==> src/core/thpc_pkg.sv <==
// Constants and carrier types for the touch host pointer command decoder.
// Assumes one 100 MHz clock (mclk) and a synchronous active-high reset.
package thpc_pkg;

   // command byte fields
   localparam int ADDR_MSB = 7;
   localparam int ADDR_LSB = 1;
   localparam int CONTINUOUS_PANEL_FLAG_BIT = 1;
   localparam int RW_BIT = 0;
   localparam int BYTE_BITS = 8;
   localparam logic [2:0] LAST_BIT = 3'h7;

   // command and register address map (7-bit)
   localparam logic [6:0] CFG_FIRST = 7'h00;
   localparam logic [6:0] CFG_LAST = 7'h0B;
   localparam logic [6:0] OPMODE_ADDR = 7'h0B;
   localparam logic [6:0] FIFO_ADDR = 7'h50;
   localparam logic [6:0] RES_FIRST = 7'h52;
   localparam logic [6:0] RES_LAST = 7'h5B;
   localparam logic [6:0] PANEL_FIRST = 7'h6A;
   localparam logic [6:0] PANEL_LAST = 7'h6F;
   localparam logic [6:0] MEAS_FIRST = 7'h70;
   localparam logic [6:0] MEAS_LAST = 7'h7F;

   // register file shape and reset
   localparam int CFG_REGS = 11;
   localparam int RES_BYTES = 10;
   localparam int OPMODE_AUTO_BIT = 0;
   localparam logic [7:0] CFG_RST = 8'h00;

   // end-of-file marker: event tag in the low two bits
   localparam logic [1:0] EOF_TAG = 2'h3;
   localparam logic [7:0] EOF_BYTE = {6'h00, EOF_TAG};

   // default link slave address (arbitrary value)
   localparam logic [6:0] SLAVE_ADDR_DEF = 7'h48;

   // command classes
   typedef enum logic [2:0]
   {
      CLS_RSVD = 3'h0,
      CLS_CFG = 3'h1,
      CLS_FIFO = 3'h2,
      CLS_RES = 3'h3,
      CLS_CONV = 3'h4
   } thpc_cls_t;

   // link engine states
   typedef enum logic [6:0]
   {
      S_IDLE = 7'h01,
      S_ADDR = 7'h02,
      S_ADDR_ACK = 7'h04,
      S_WR = 7'h08,
      S_WR_ACK = 7'h10,
      S_RD = 7'h20,
      S_RD_ACK = 7'h40
   } thpc_state_t;

   // decoded command byte
   typedef struct packed {
      thpc_cls_t cls;
      logic [6:0] addr;
      logic [6:0] dflt_ptr;
      logic continuous_panel_flag;
   } thpc_cmd_t;

   // conversion request towards the sequencer
   typedef struct packed {
      logic start;
      logic [6:0] cmd;
   } thpc_conv_t;

   // FIFO read side as seen by the decoder
   typedef struct packed {
      logic [7:0] data;
      logic empty;
      logic first;
      logic last;
   } thpc_fifo_in_t;

   // FIFO control pulses
   typedef struct packed {
      logic pop;
      logic claim;
      logic flush;
   } thpc_fifo_ctl_t;

   // whole state of the decoder
   typedef struct packed {
      thpc_state_t st;
      logic [2:0] cnt;
      logic [7:0] sh;
      logic rw;
      logic ack;
      logic hold;
      logic cmd_phase;
      logic conv_issued;
      logic [6:0] wr_idx;
      logic [6:0] ptr;
      logic oe;
      logic [CFG_REGS-1:0][7:0] cfg;
      thpc_conv_t conv;
      thpc_fifo_ctl_t fctl;
      logic mid_block;
      logic scl_q;
      logic sda_q;
   } thpc_core_t;

endpackage

==> src/core/thpc_sync2.sv <==
// Two-flop synchroniser for pin-level inputs.
// Assumes inputs are asynchronous to mclk; idle level set by RST_VAL.
module thpc_sync2 #(
   parameter int W = 1,
   parameter logic [W-1:0] RST_VAL = '0
)
(
   // clock and reset
   input wire logic mclk,
   input wire logic reset,
   // data
   input wire logic [W-1:0] d,
   output logic [W-1:0] q
);

   typedef struct packed {
      logic [W-1:0] meta;
      logic [W-1:0] stab;
   } thpc_sync_t;

   thpc_sync_t s_reg;
   thpc_sync_t s_next;

   // first stage feeds only the second stage
   always_comb
   begin
      s_next.meta = d;
      s_next.stab = s_reg.meta;
   end

   always_ff @(posedge mclk)
   begin
      if (reset)
      begin
         s_reg <= {RST_VAL, RST_VAL};
      end
      else
      begin
         s_reg <= s_next;
      end
   end

   assign q = s_reg.stab;

endmodule

==> src/core/thpc_cmd_decode.sv <==
// Combinational classifier for one received command byte.
// Assumes the caller registers its own use of the result.
module thpc_cmd_decode
   import thpc_pkg::*;
(
   // byte in
   input wire logic [7:0] byte_in,
   // decoded command
   output thpc_cmd_t cmd
);

   logic [6:0] a;
   logic [6:0] pair;

   assign a = byte_in[ADDR_MSB:ADDR_LSB];

   // classify address and pick the default readback location
   always_comb
   begin
      cmd.addr = a;
      cmd.continuous_panel_flag = byte_in[CONTINUOUS_PANEL_FLAG_BIT];
      cmd.cls = CLS_RSVD;
      cmd.dflt_ptr = a;
      pair = 7'h00;
      if (a <= CFG_LAST)
      begin
         cmd.cls = CLS_CFG;
      end
      else if (a == FIFO_ADDR)
      begin
         cmd.cls = CLS_FIFO;
      end
      else if (a >= RES_FIRST && a <= RES_LAST)
      begin
         cmd.cls = CLS_RES;
      end
      else if (a >= PANEL_FIRST && a <= PANEL_LAST)
      begin
         cmd.cls = CLS_CONV;
         pair = 7'((a - PANEL_FIRST) >> 1);
         cmd.dflt_ptr = 7'(RES_FIRST + {pair[5:0], 1'b0});
      end
      else if (a >= MEAS_FIRST)
      begin
         cmd.cls = CLS_CONV;
         cmd.dflt_ptr = 7'(RES_FIRST + {4'h0, a[3:2], 1'b0});
      end
   end

endmodule

==> src/core/thpc_cmd_decoder.sv <==
// Serial command decoder and readback pointer of the touch controller.
// Assumes a two-wire link slave (clock and open-drain data) sampled by mclk,
// a conversion sequencer giving conv_busy, and a block FIFO beside it.
// Behaviour
// - a resumed read of the FIFO continues at the next unread block.
// - a result read stopped after the X low byte resumes at Y high byte.
// - each accepted conversion command loads its default result location.
// - an accepted conversion command always overwrites the pointer.
// - after a register write the pointer holds the last written register.
// - commands arriving while one still executes are discarded, pointer kept.
// - addresses 00h to 0Bh are status and configuration registers.
// - 50h is FIFO readback, 52h to 5Bh are result readback.
// - writes at 6Ah to 6Fh are panel setup commands.
// - writes at 70h to 7Fh are measurement commands.
// - command byte holds address in bits 7..1, bit 1 doubles as continuous flag.
// - each byte gets a ninth acknowledge bit; written bit 0 is ignored.
// - any number of register and data byte pairs per transfer.
// - configuration reads auto-increment from one location to the next.
// - with autonomous mode set, FIFO readback returns blocks oldest first.
// - FIFO blocks run on into the next block when read past the end.
// - an empty FIFO returns the end-of-file marker with event tag 11.
// - the FIFO readback address never auto-increments.
// - starting the first byte of a block marks the whole block read.
// - result reads increment only up to the auxiliary low byte, then repeat.
module thpc_cmd_decoder
   import thpc_pkg::*;
#(
   parameter logic [6:0] SLAVE_ADDR = SLAVE_ADDR_DEF
)
(
   // clock and reset
   input wire logic mclk,
   input wire logic reset,
   // serial link pins
   input wire logic scl_in,
   input wire logic sda_in,
   output logic sda_out,
   output logic sda_oe,
   // conversion sequencer
   input wire logic conv_busy,
   output thpc_conv_t conv,
   // status and results
   input wire logic [7:0] status_in,
   input wire logic [RES_BYTES-1:0][7:0] results,
   // FIFO
   input thpc_fifo_in_t fifo_in,
   output thpc_fifo_ctl_t fifo_ctl,
   // configuration and pointer view
   output logic [CFG_REGS-1:0][7:0] cfg_regs,
   output logic auto_mode,
   output logic [6:0] read_pointer
);

   // refuse a general-call address
   if (SLAVE_ADDR == 7'h00)
   begin : g_bad_addr
      $error("slave address must not be zero");
   end

   thpc_core_t q_reg;
   thpc_core_t q_next;
   logic scl_s;
   logic sda_s;
   logic rise;
   logic fall;
   logic start_c;
   logic stop_c;
   logic [7:0] sh_in;
   logic [7:0] rd_byte;
   logic [3:0] rd_cfg_idx;
   logic [3:0] wr_cfg_idx;
   logic [3:0] res_idx;
   logic fifo_live;
   thpc_cmd_t cmd;

   // pin synchronisers, both idle high
   thpc_sync2 #(
      .W(2),
      .RST_VAL(2'h3)
   ) u_sync (
      .mclk(mclk),
      .reset(reset),
      .d({scl_in, sda_in}),
      .q({scl_s, sda_s})
   );

   // byte classification of the bits shifted in so far
   thpc_cmd_decode u_dec (
      .byte_in(sh_in),
      .cmd(cmd)
   );

   // link edges and bus conditions
   assign rise = scl_s & ~q_reg.scl_q;
   assign fall = ~scl_s & q_reg.scl_q;
   assign start_c = scl_s & q_reg.scl_q & q_reg.sda_q & ~sda_s;
   assign stop_c = scl_s & q_reg.scl_q & ~q_reg.sda_q & sda_s;
   assign sh_in = {q_reg.sh[6:0], sda_s};

   // register indices derived from pointer and write target
   assign rd_cfg_idx = 4'(q_reg.ptr - 7'h01);
   assign wr_cfg_idx = 4'(q_reg.wr_idx - 7'h01);
   assign res_idx = 4'(q_reg.ptr - RES_FIRST);
   assign auto_mode = q_reg.cfg[4'(OPMODE_ADDR - 7'h01)][OPMODE_AUTO_BIT];
   assign fifo_live = auto_mode & ~fifo_in.empty;

   // byte that the pointer selects for the next read
   always_comb
   begin
      rd_byte = 8'h00;
      if (q_reg.ptr == CFG_FIRST)
      begin
         rd_byte = status_in;
      end
      else if (q_reg.ptr <= CFG_LAST)
      begin
         rd_byte = q_reg.cfg[rd_cfg_idx];
      end
      else if (q_reg.ptr == FIFO_ADDR)
      begin
         rd_byte = fifo_live ? fifo_in.data : EOF_BYTE;
      end
      else if (q_reg.ptr >= RES_FIRST && q_reg.ptr <= RES_LAST)
      begin
         rd_byte = results[res_idx];
      end
   end

   // load a read byte, advance the pointer, pace the FIFO
   function automatic thpc_core_t load_byte(thpc_core_t s, logic [7:0] b,
                                            logic live, thpc_fifo_in_t f);
      thpc_core_t r;
      r = s;
      r.sh = b;
      r.cnt = 3'h0;
      r.oe = ~b[7];
      r.st = S_RD;
      if (s.ptr < CFG_LAST)
      begin
         r.ptr = 7'(s.ptr + 7'h01);
      end
      else if (s.ptr >= RES_FIRST && s.ptr < RES_LAST)
      begin
         r.ptr = 7'(s.ptr + 7'h01);
      end
      if (s.ptr == FIFO_ADDR && live)
      begin
         r.fctl.pop = 1'b1;
         r.fctl.claim = f.first;
         r.mid_block = ~f.last;
      end
      return r;
   endfunction

   // link engine and command interpreter
   always_comb
   begin
      q_next = q_reg;
      q_next.scl_q = scl_s;
      q_next.sda_q = sda_s;
      q_next.conv.start = 1'b0;
      q_next.fctl = '0;
      if (start_c || stop_c)
      begin
         // frame boundary: release the line, drop the rest of a begun block
         q_next.oe = 1'b0;
         q_next.hold = 1'b0;
         q_next.cnt = 3'h0;
         q_next.cmd_phase = 1'b1;
         q_next.conv_issued = 1'b0;
         q_next.st = start_c ? S_ADDR : S_IDLE;
         if (q_reg.mid_block)
         begin
            q_next.fctl.flush = 1'b1;
            q_next.mid_block = 1'b0;
         end
      end
      else
      begin
         case (q_reg.st)
            S_IDLE:
            begin
               q_next.oe = 1'b0;
            end
            S_ADDR:
            begin
               if (rise)
               begin
                  q_next.sh = sh_in;
                  q_next.cnt = 3'(q_reg.cnt + 3'h1);
                  if (q_reg.cnt == LAST_BIT)
                  begin
                     // read with no register phase reuses the pointer
                     q_next.rw = sh_in[RW_BIT];
                     q_next.ack = 1'b1;
                     q_next.st = (sh_in[7:1] == SLAVE_ADDR) ? S_ADDR_ACK : S_IDLE;
                  end
               end
            end
            S_ADDR_ACK:
            begin
               if (fall && !q_reg.hold)
               begin
                  q_next.oe = q_reg.ack;
                  q_next.hold = 1'b1;
               end
               else if (fall)
               begin
                  q_next.hold = 1'b0;
                  q_next.oe = 1'b0;
                  q_next.cnt = 3'h0;
                  q_next.st = S_WR;
                  if (q_reg.rw)
                  begin
                     q_next = load_byte(q_next, rd_byte, fifo_live, fifo_in);
                  end
               end
            end
            S_WR:
            begin
               if (rise)
               begin
                  q_next.sh = sh_in;
                  q_next.cnt = 3'(q_reg.cnt + 3'h1);
                  if (q_reg.cnt == LAST_BIT)
                  begin
                     q_next.st = S_WR_ACK;
                     q_next.ack = 1'b0;
                     if (!q_reg.cmd_phase)
                     begin
                        // data byte of a pair; status location takes no data
                        q_next.ack = 1'b1;
                        if (q_reg.wr_idx != CFG_FIRST)
                        begin
                           q_next.cfg[wr_cfg_idx] = sh_in;
                        end
                        q_next.ptr = q_reg.wr_idx;
                        q_next.cmd_phase = 1'b1;
                     end
                     else if (conv_busy || q_reg.conv_issued)
                     begin
                        q_next.ack = 1'b0;
                     end
                     else
                     begin
                        case (cmd.cls)
                           CLS_CFG:
                           begin
                              q_next.ack = 1'b1;
                              q_next.ptr = cmd.addr;
                              q_next.wr_idx = cmd.addr;
                              q_next.cmd_phase = 1'b0;
                           end
                           CLS_FIFO, CLS_RES:
                           begin
                              q_next.ack = 1'b1;
                              q_next.ptr = cmd.addr;
                           end
                           CLS_CONV:
                           begin
                              q_next.ack = 1'b1;
                              q_next.ptr = cmd.dflt_ptr;
                              q_next.conv.start = 1'b1;
                              q_next.conv.cmd = cmd.addr;
                              q_next.conv_issued = 1'b1;
                           end
                           default:
                           begin
                              q_next.ack = 1'b0;
                           end
                        endcase
                     end
                  end
               end
            end
            S_WR_ACK:
            begin
               if (fall && !q_reg.hold)
               begin
                  q_next.oe = q_reg.ack;
                  q_next.hold = 1'b1;
               end
               else if (fall)
               begin
                  q_next.hold = 1'b0;
                  q_next.oe = 1'b0;
                  q_next.cnt = 3'h0;
                  q_next.st = S_WR;
               end
            end
            S_RD:
            begin
               if (fall)
               begin
                  q_next.cnt = 3'(q_reg.cnt + 3'h1);
                  if (q_reg.cnt == LAST_BIT)
                  begin
                     q_next.oe = 1'b0;
                     q_next.hold = 1'b0;
                     q_next.st = S_RD_ACK;
                  end
                  else
                  begin
                     q_next.sh = {q_reg.sh[6:0], 1'b0};
                     q_next.oe = ~q_reg.sh[6];
                  end
               end
            end
            S_RD_ACK:
            begin
               if (rise)
               begin
                  // master acknowledge low means more data is wanted
                  q_next.hold = ~sda_s;
                  q_next.st = sda_s ? S_IDLE : S_RD_ACK;
               end
               else if (fall && q_reg.hold)
               begin
                  q_next.hold = 1'b0;
                  q_next = load_byte(q_next, rd_byte, fifo_live, fifo_in);
               end
            end
            default:
            begin
               q_next.st = S_IDLE;
               q_next.oe = 1'b0;
            end
         endcase
      end
   end

   // state register
   always_ff @(posedge mclk)
   begin
      if (reset)
      begin
         q_reg <= '0;
         q_reg.st <= S_IDLE;
         q_reg.cmd_phase <= 1'b1;
         q_reg.scl_q <= 1'b1;
         q_reg.sda_q <= 1'b1;
         q_reg.cfg <= {CFG_REGS{CFG_RST}};
      end
      else
      begin
         q_reg <= q_next;
      end
   end

   // outputs straight from the state register, sda_out tied low
   assign sda_out = 1'b0;
   assign sda_oe = q_reg.oe;
   assign conv = q_reg.conv;
   assign fifo_ctl = q_reg.fctl;
   assign cfg_regs = q_reg.cfg;
   assign read_pointer = q_reg.ptr;

endmodule

==> config.mk <==
export PLATFORM = sky130hd
export DESIGN_NAME = thpc_cmd_decoder
export DESIGN_NICKNAME = d
export VERILOG_FILES = /design/src/core/thpc_pkg.sv /design/src/core/thpc_sync2.sv /design/src/core/thpc_cmd_decode.sv /design/src/core/thpc_cmd_decoder.sv
export SDC_FILE = /design/constraint.sdc
export NUM_CORES = 1
export LEC_CHECK = 0
export CAP_MARGIN = 20
export CORE_MARGIN = 4
export CORE_UTILIZATION = 35
export DETAILED_ROUTE_END_ITERATION = 8
export DONT_BUFFER_PORTS = 1
export REMOVE_ABC_BUFFERS = 1
export SLEW_MARGIN = 20
export SYNTH_ARGS = -nofsm -noshare
export SYNTH_HDL_FRONTEND = slang
export SYNTH_SLANG_ARGS = --single-unit
==> constraint.sdc <==
create_clock -name mclk -period 4.97 [get_ports mclk]
set_input_delay 0.2485 -clock mclk [delete_from_list [all_inputs] [get_ports mclk]]
set_output_delay 0.2485 -clock mclk [all_outputs]
set_load 0.02 [all_outputs]
==> run_results.csv <==
group,metric,value,unit
cts,insertion_delay,0.43,ns
timing,setup_viol,0,
timing,max_freq,283,MHz
worst_setup_path,cp.required,5.26,ns
synth,synth_edf_count,0,
cells_and_area,final_cell_mix,"194 x nand2_1, 142 x dfxtp_1, 119 x a21oi_1",
global_routing,grt_pass1_wl,44.4,mm
power,power.leakage,2.97,nW
cts,post-cts-setup-buffers,0,
floorplan,die_y,169,µm
power,clkPwrFrac,50.9,%
synth,avgSynthCellArea,8.17,µm²
floorplan,die_x,169,µm
floorplan,num_rows,58,
hold_path,hold_path_class,"input port to flip-flop",
synth,seq_area_frac_synth,31.5,%
cells_and_area,layout_commonest_cell,"nand2_1",
timing,fin_skew,0.00854,ns
floorplan,ios,213,
placement,place_inst,1271,
cts,cts_root_buffer,"clkbuf_16",
cts,cts_buffers,17,
cells_and_area,num-nets-final,1080,
global_routing,grt_usage,20.0,%
cells_and_area,area_growth,-0.0827,%
timing,worst_pin_slew,1.05,ns
placement,place_ws,1.60,ns
cts,clk_path_buf_depth,2,
run,drv_cap,0,
hold_path,hold_start,"reset",
routing,wl_per_cell,22.7,µm
cts,cts_hold_buffers,3,
placement,portBuffers,0,
placement,gpl.final_weighted_congestion,0.883,
synth,synthXorXnorAreaFrac,1.06,%
worst_setup_path,endpoint_kind,"flip-flop",
routing,drt-initial-drc-count,609,
timing,drv_slew,0,
global_routing,antenna_found_initial,1,
worst_setup_path,cp-startpoint,"read_pointer[1]$_SDFFE_PP0P_",
timing,relSlewSlack,29.9,%
timing,fin_setup_tns,0,ns
synth,synth_area,9080,µm²
timing,fin_ws,1.44,ns
power,p_switching,0.612,mW
routing,drt-pass1-iter-count,5,
global_routing,grt.overflow.total,0,
synth,synthFlopType,"dfxtp_1",
timing,hold_violations,0,
power,power.internal,1.93,mW
placement,dp_hpwl,21.6,mm
cells_and_area,fin_area,9070,µm²
status,status,"finished, final reports clean",
cells_and_area,drive_gt1_share,11.6,%
floorplan,core_region_area,25300,µm²
power,p_sw_share,24.0,%
synth,synth_top_family_by_area,"simple AND/OR/NAND/NOR gates",
worst_setup_path,timing.rr.start,"read_pointer[1]$_SDFFE_PP0P_",
floorplan,start_util,35.9,%
power,seqPwrFrac,45.5,%
cts,cts_sinks,143,
global_routing,grt_max_degree,123,
power,worst_ir_drop_vdd,0.000247,V
cells_and_area,fin_cells,1307,
routing,drt_wl_total,29.7,mm
power,p_per_area,281,nW/µm²
routing,viasPerCell,5.74,
power,total_power,2.55,mW
synth,ys_warn_count,0,
cts,path_clk_slew,0.07,ns
timing,finalCriticalPeriod,3.53,ns
synth,synth-seq-cells,143,
global_routing,grt_pass1_vias,7158,
placement,placed_area,8440,µm²
cts,ctsResizeCount,0,
timing,rsz0062_at_grt,"false",
cts,cts_tree,"done",
worst_setup_path,startpoint_type,"flip-flop",
synth,synthAdderAreaFrac,1.79,%
synth,synth.mux.area_fraction,13.3,%
timing,hold_slack,0.0406,ns
floorplan,dieArea,28600,µm²
synth,synthArstFlopShare,0,%
synth,yosys.area_share.simple,23.4,%
cells_and_area,utilization,35.8,%
worst_setup_path,crit_arrival,3.82,ns
power,combPwrFrac,3.6,%
routing,vias,7508,
worst_setup_path,critical_path_class,"flip-flop to flip-flop",
cells_and_area,largest_reg_flops,87,
routing,antenna_left,0,
synth,synthCells,1112,
cts,htreeDepth,4,
timing,min_period_over_period,71.0,%
synth,synth_cell_types,76,
routing,drc,0,
synth,synth_compound_area_share,16.0,%
worst_setup_path,critPathMaxFanout,12,
==> cell families (layout without fill, tap and decap cells) <==
family | after synthesis | count (layout)
and+or+nand+nor | 433 | 433
AOI/OAI and AO/OA | 236 | 236
buffers and inverters | 196 | 60
DFF | 143 | 143
muxes | 79 | 79
adders and majority gates | 13 | 13
xor gates and xnor gates | 11 | 11
other | 1 | 2
==> cell usage after synthesis, types with 3 or more instances <==
library cell | number | area share (%)
nor4_2 | 3 | 0.41
o21ai_0 | 31 | 1.7
nor3_1 | 22 | 1.2
ha_1 | 13 | 1.8
o2111ai_1 | 6 | 0.58
or3_1 | 5 | 0.34
nor4_1 | 3 | 0.21
buf_4 | 111 | 9.2
o211a_1 | 3 | 0.33
nor3b_1 | 5 | 0.41
and2_1 | 8 | 0.55
clkbuf_1 | 47 | 1.9
o31ai_1 | 4 | 0.33
or2_2 | 11 | 0.76
dfxtp_1 | 143 | 32
mux4_2 | 32 | 7.9
nand4b_1 | 5 | 0.48
nand4_1 | 5 | 0.34
a21o_1 | 4 | 0.33
o22ai_1 | 5 | 0.34
a311oi_1 | 3 | 0.29
mux2_2 | 10 | 1.2
mux2i_1 | 37 | 4.1
inv_1 | 17 | 0.70
nor2b_1 | 11 | 0.76
o211ai_1 | 10 | 0.83
a21oi_1 | 119 | 6.6
a31oi_1 | 5 | 0.34
nand2b_1 | 12 | 0.83
xnor2_1 | 3 | 0.29
a22oi_1 | 17 | 1.4
nand3b_1 | 3 | 0.25
nand3_1 | 42 | 2.3
nor2_1 | 68 | 2.8
o221ai_1 | 3 | 0.29
and3_1 | 17 | 1.2
xor2_1 | 8 | 0.77
buf_2 | 18 | 0.99
nand2_1 | 194 | 8.0
==> per-layer routing <==
layer / vias up / share of wire, % / global-route usage [%] / wire length (µm)
met2: 396 / 46 / 32.2 / 13600
met3: 30 / 11 / 7.10 / 3370
met4: 0 / 1.8 / 5.57 / 537
met5: - / 0 / 0 / 0
li1: 3527 / - / - / -
met1: 3555 / 41 / 25.4 / 12100
==> final timing paths <==
kind / endpoint / slack, ns / depth (start not counted)
setup / recovery: q_reg[123]$_SDFFE_PP0P_ / 1.44 / 10
hold / removal: q_reg[136]$_SDFFE_PP0P_ / 0.04 / 3
setup reg to reg: q_reg[123]$_SDFFE_PP0P_ / 1.44 / 10
hold reg to reg: u_sync.q[1]$_SDFF_PP1_ / 0.41 / 1
==> power by group through the flow <==
stage               Clock [mW]  Sequential (mW)  Combinational (mW)
floorplan                    0             1.18              0.0508
global placement             0             1.18              0.0716
detailed placement           0             1.18              0.0710
CTS                       1.32             1.16              0.0914
global route              1.38             1.16              0.0994
finish                    1.30             1.16              0.0912
==> area by class of cell <==
type / instances / area, µm²
Fill cell: 2581 / 16300
Multi-Input combinational cell: 773 / 5040
Sequential cell: 143 / 2870
Clock buffer: 19 / 433
Tap cell: 330 / 413
Clock inverter: 13 / 151
Timing Repair Buffer: 11 / 108
Inverter: 17 / 63.8
Antenna cell: 1 / 2.50
==> critical path, cell delays in order (launching register included) <==
cell and delay [ns]:
dfxtp_1 0.33, inv_1 0.11, ha_1 0.80, buf_4 0.34, mux4_2 0.55, mux2i_1 0.35, nor2_1 0.07, o21ai_0 0.39
o221ai_1 0.22, nand2_1 0.15, a21oi_1 0.08
Note: power is estimated with default switching activity, not from simulation.
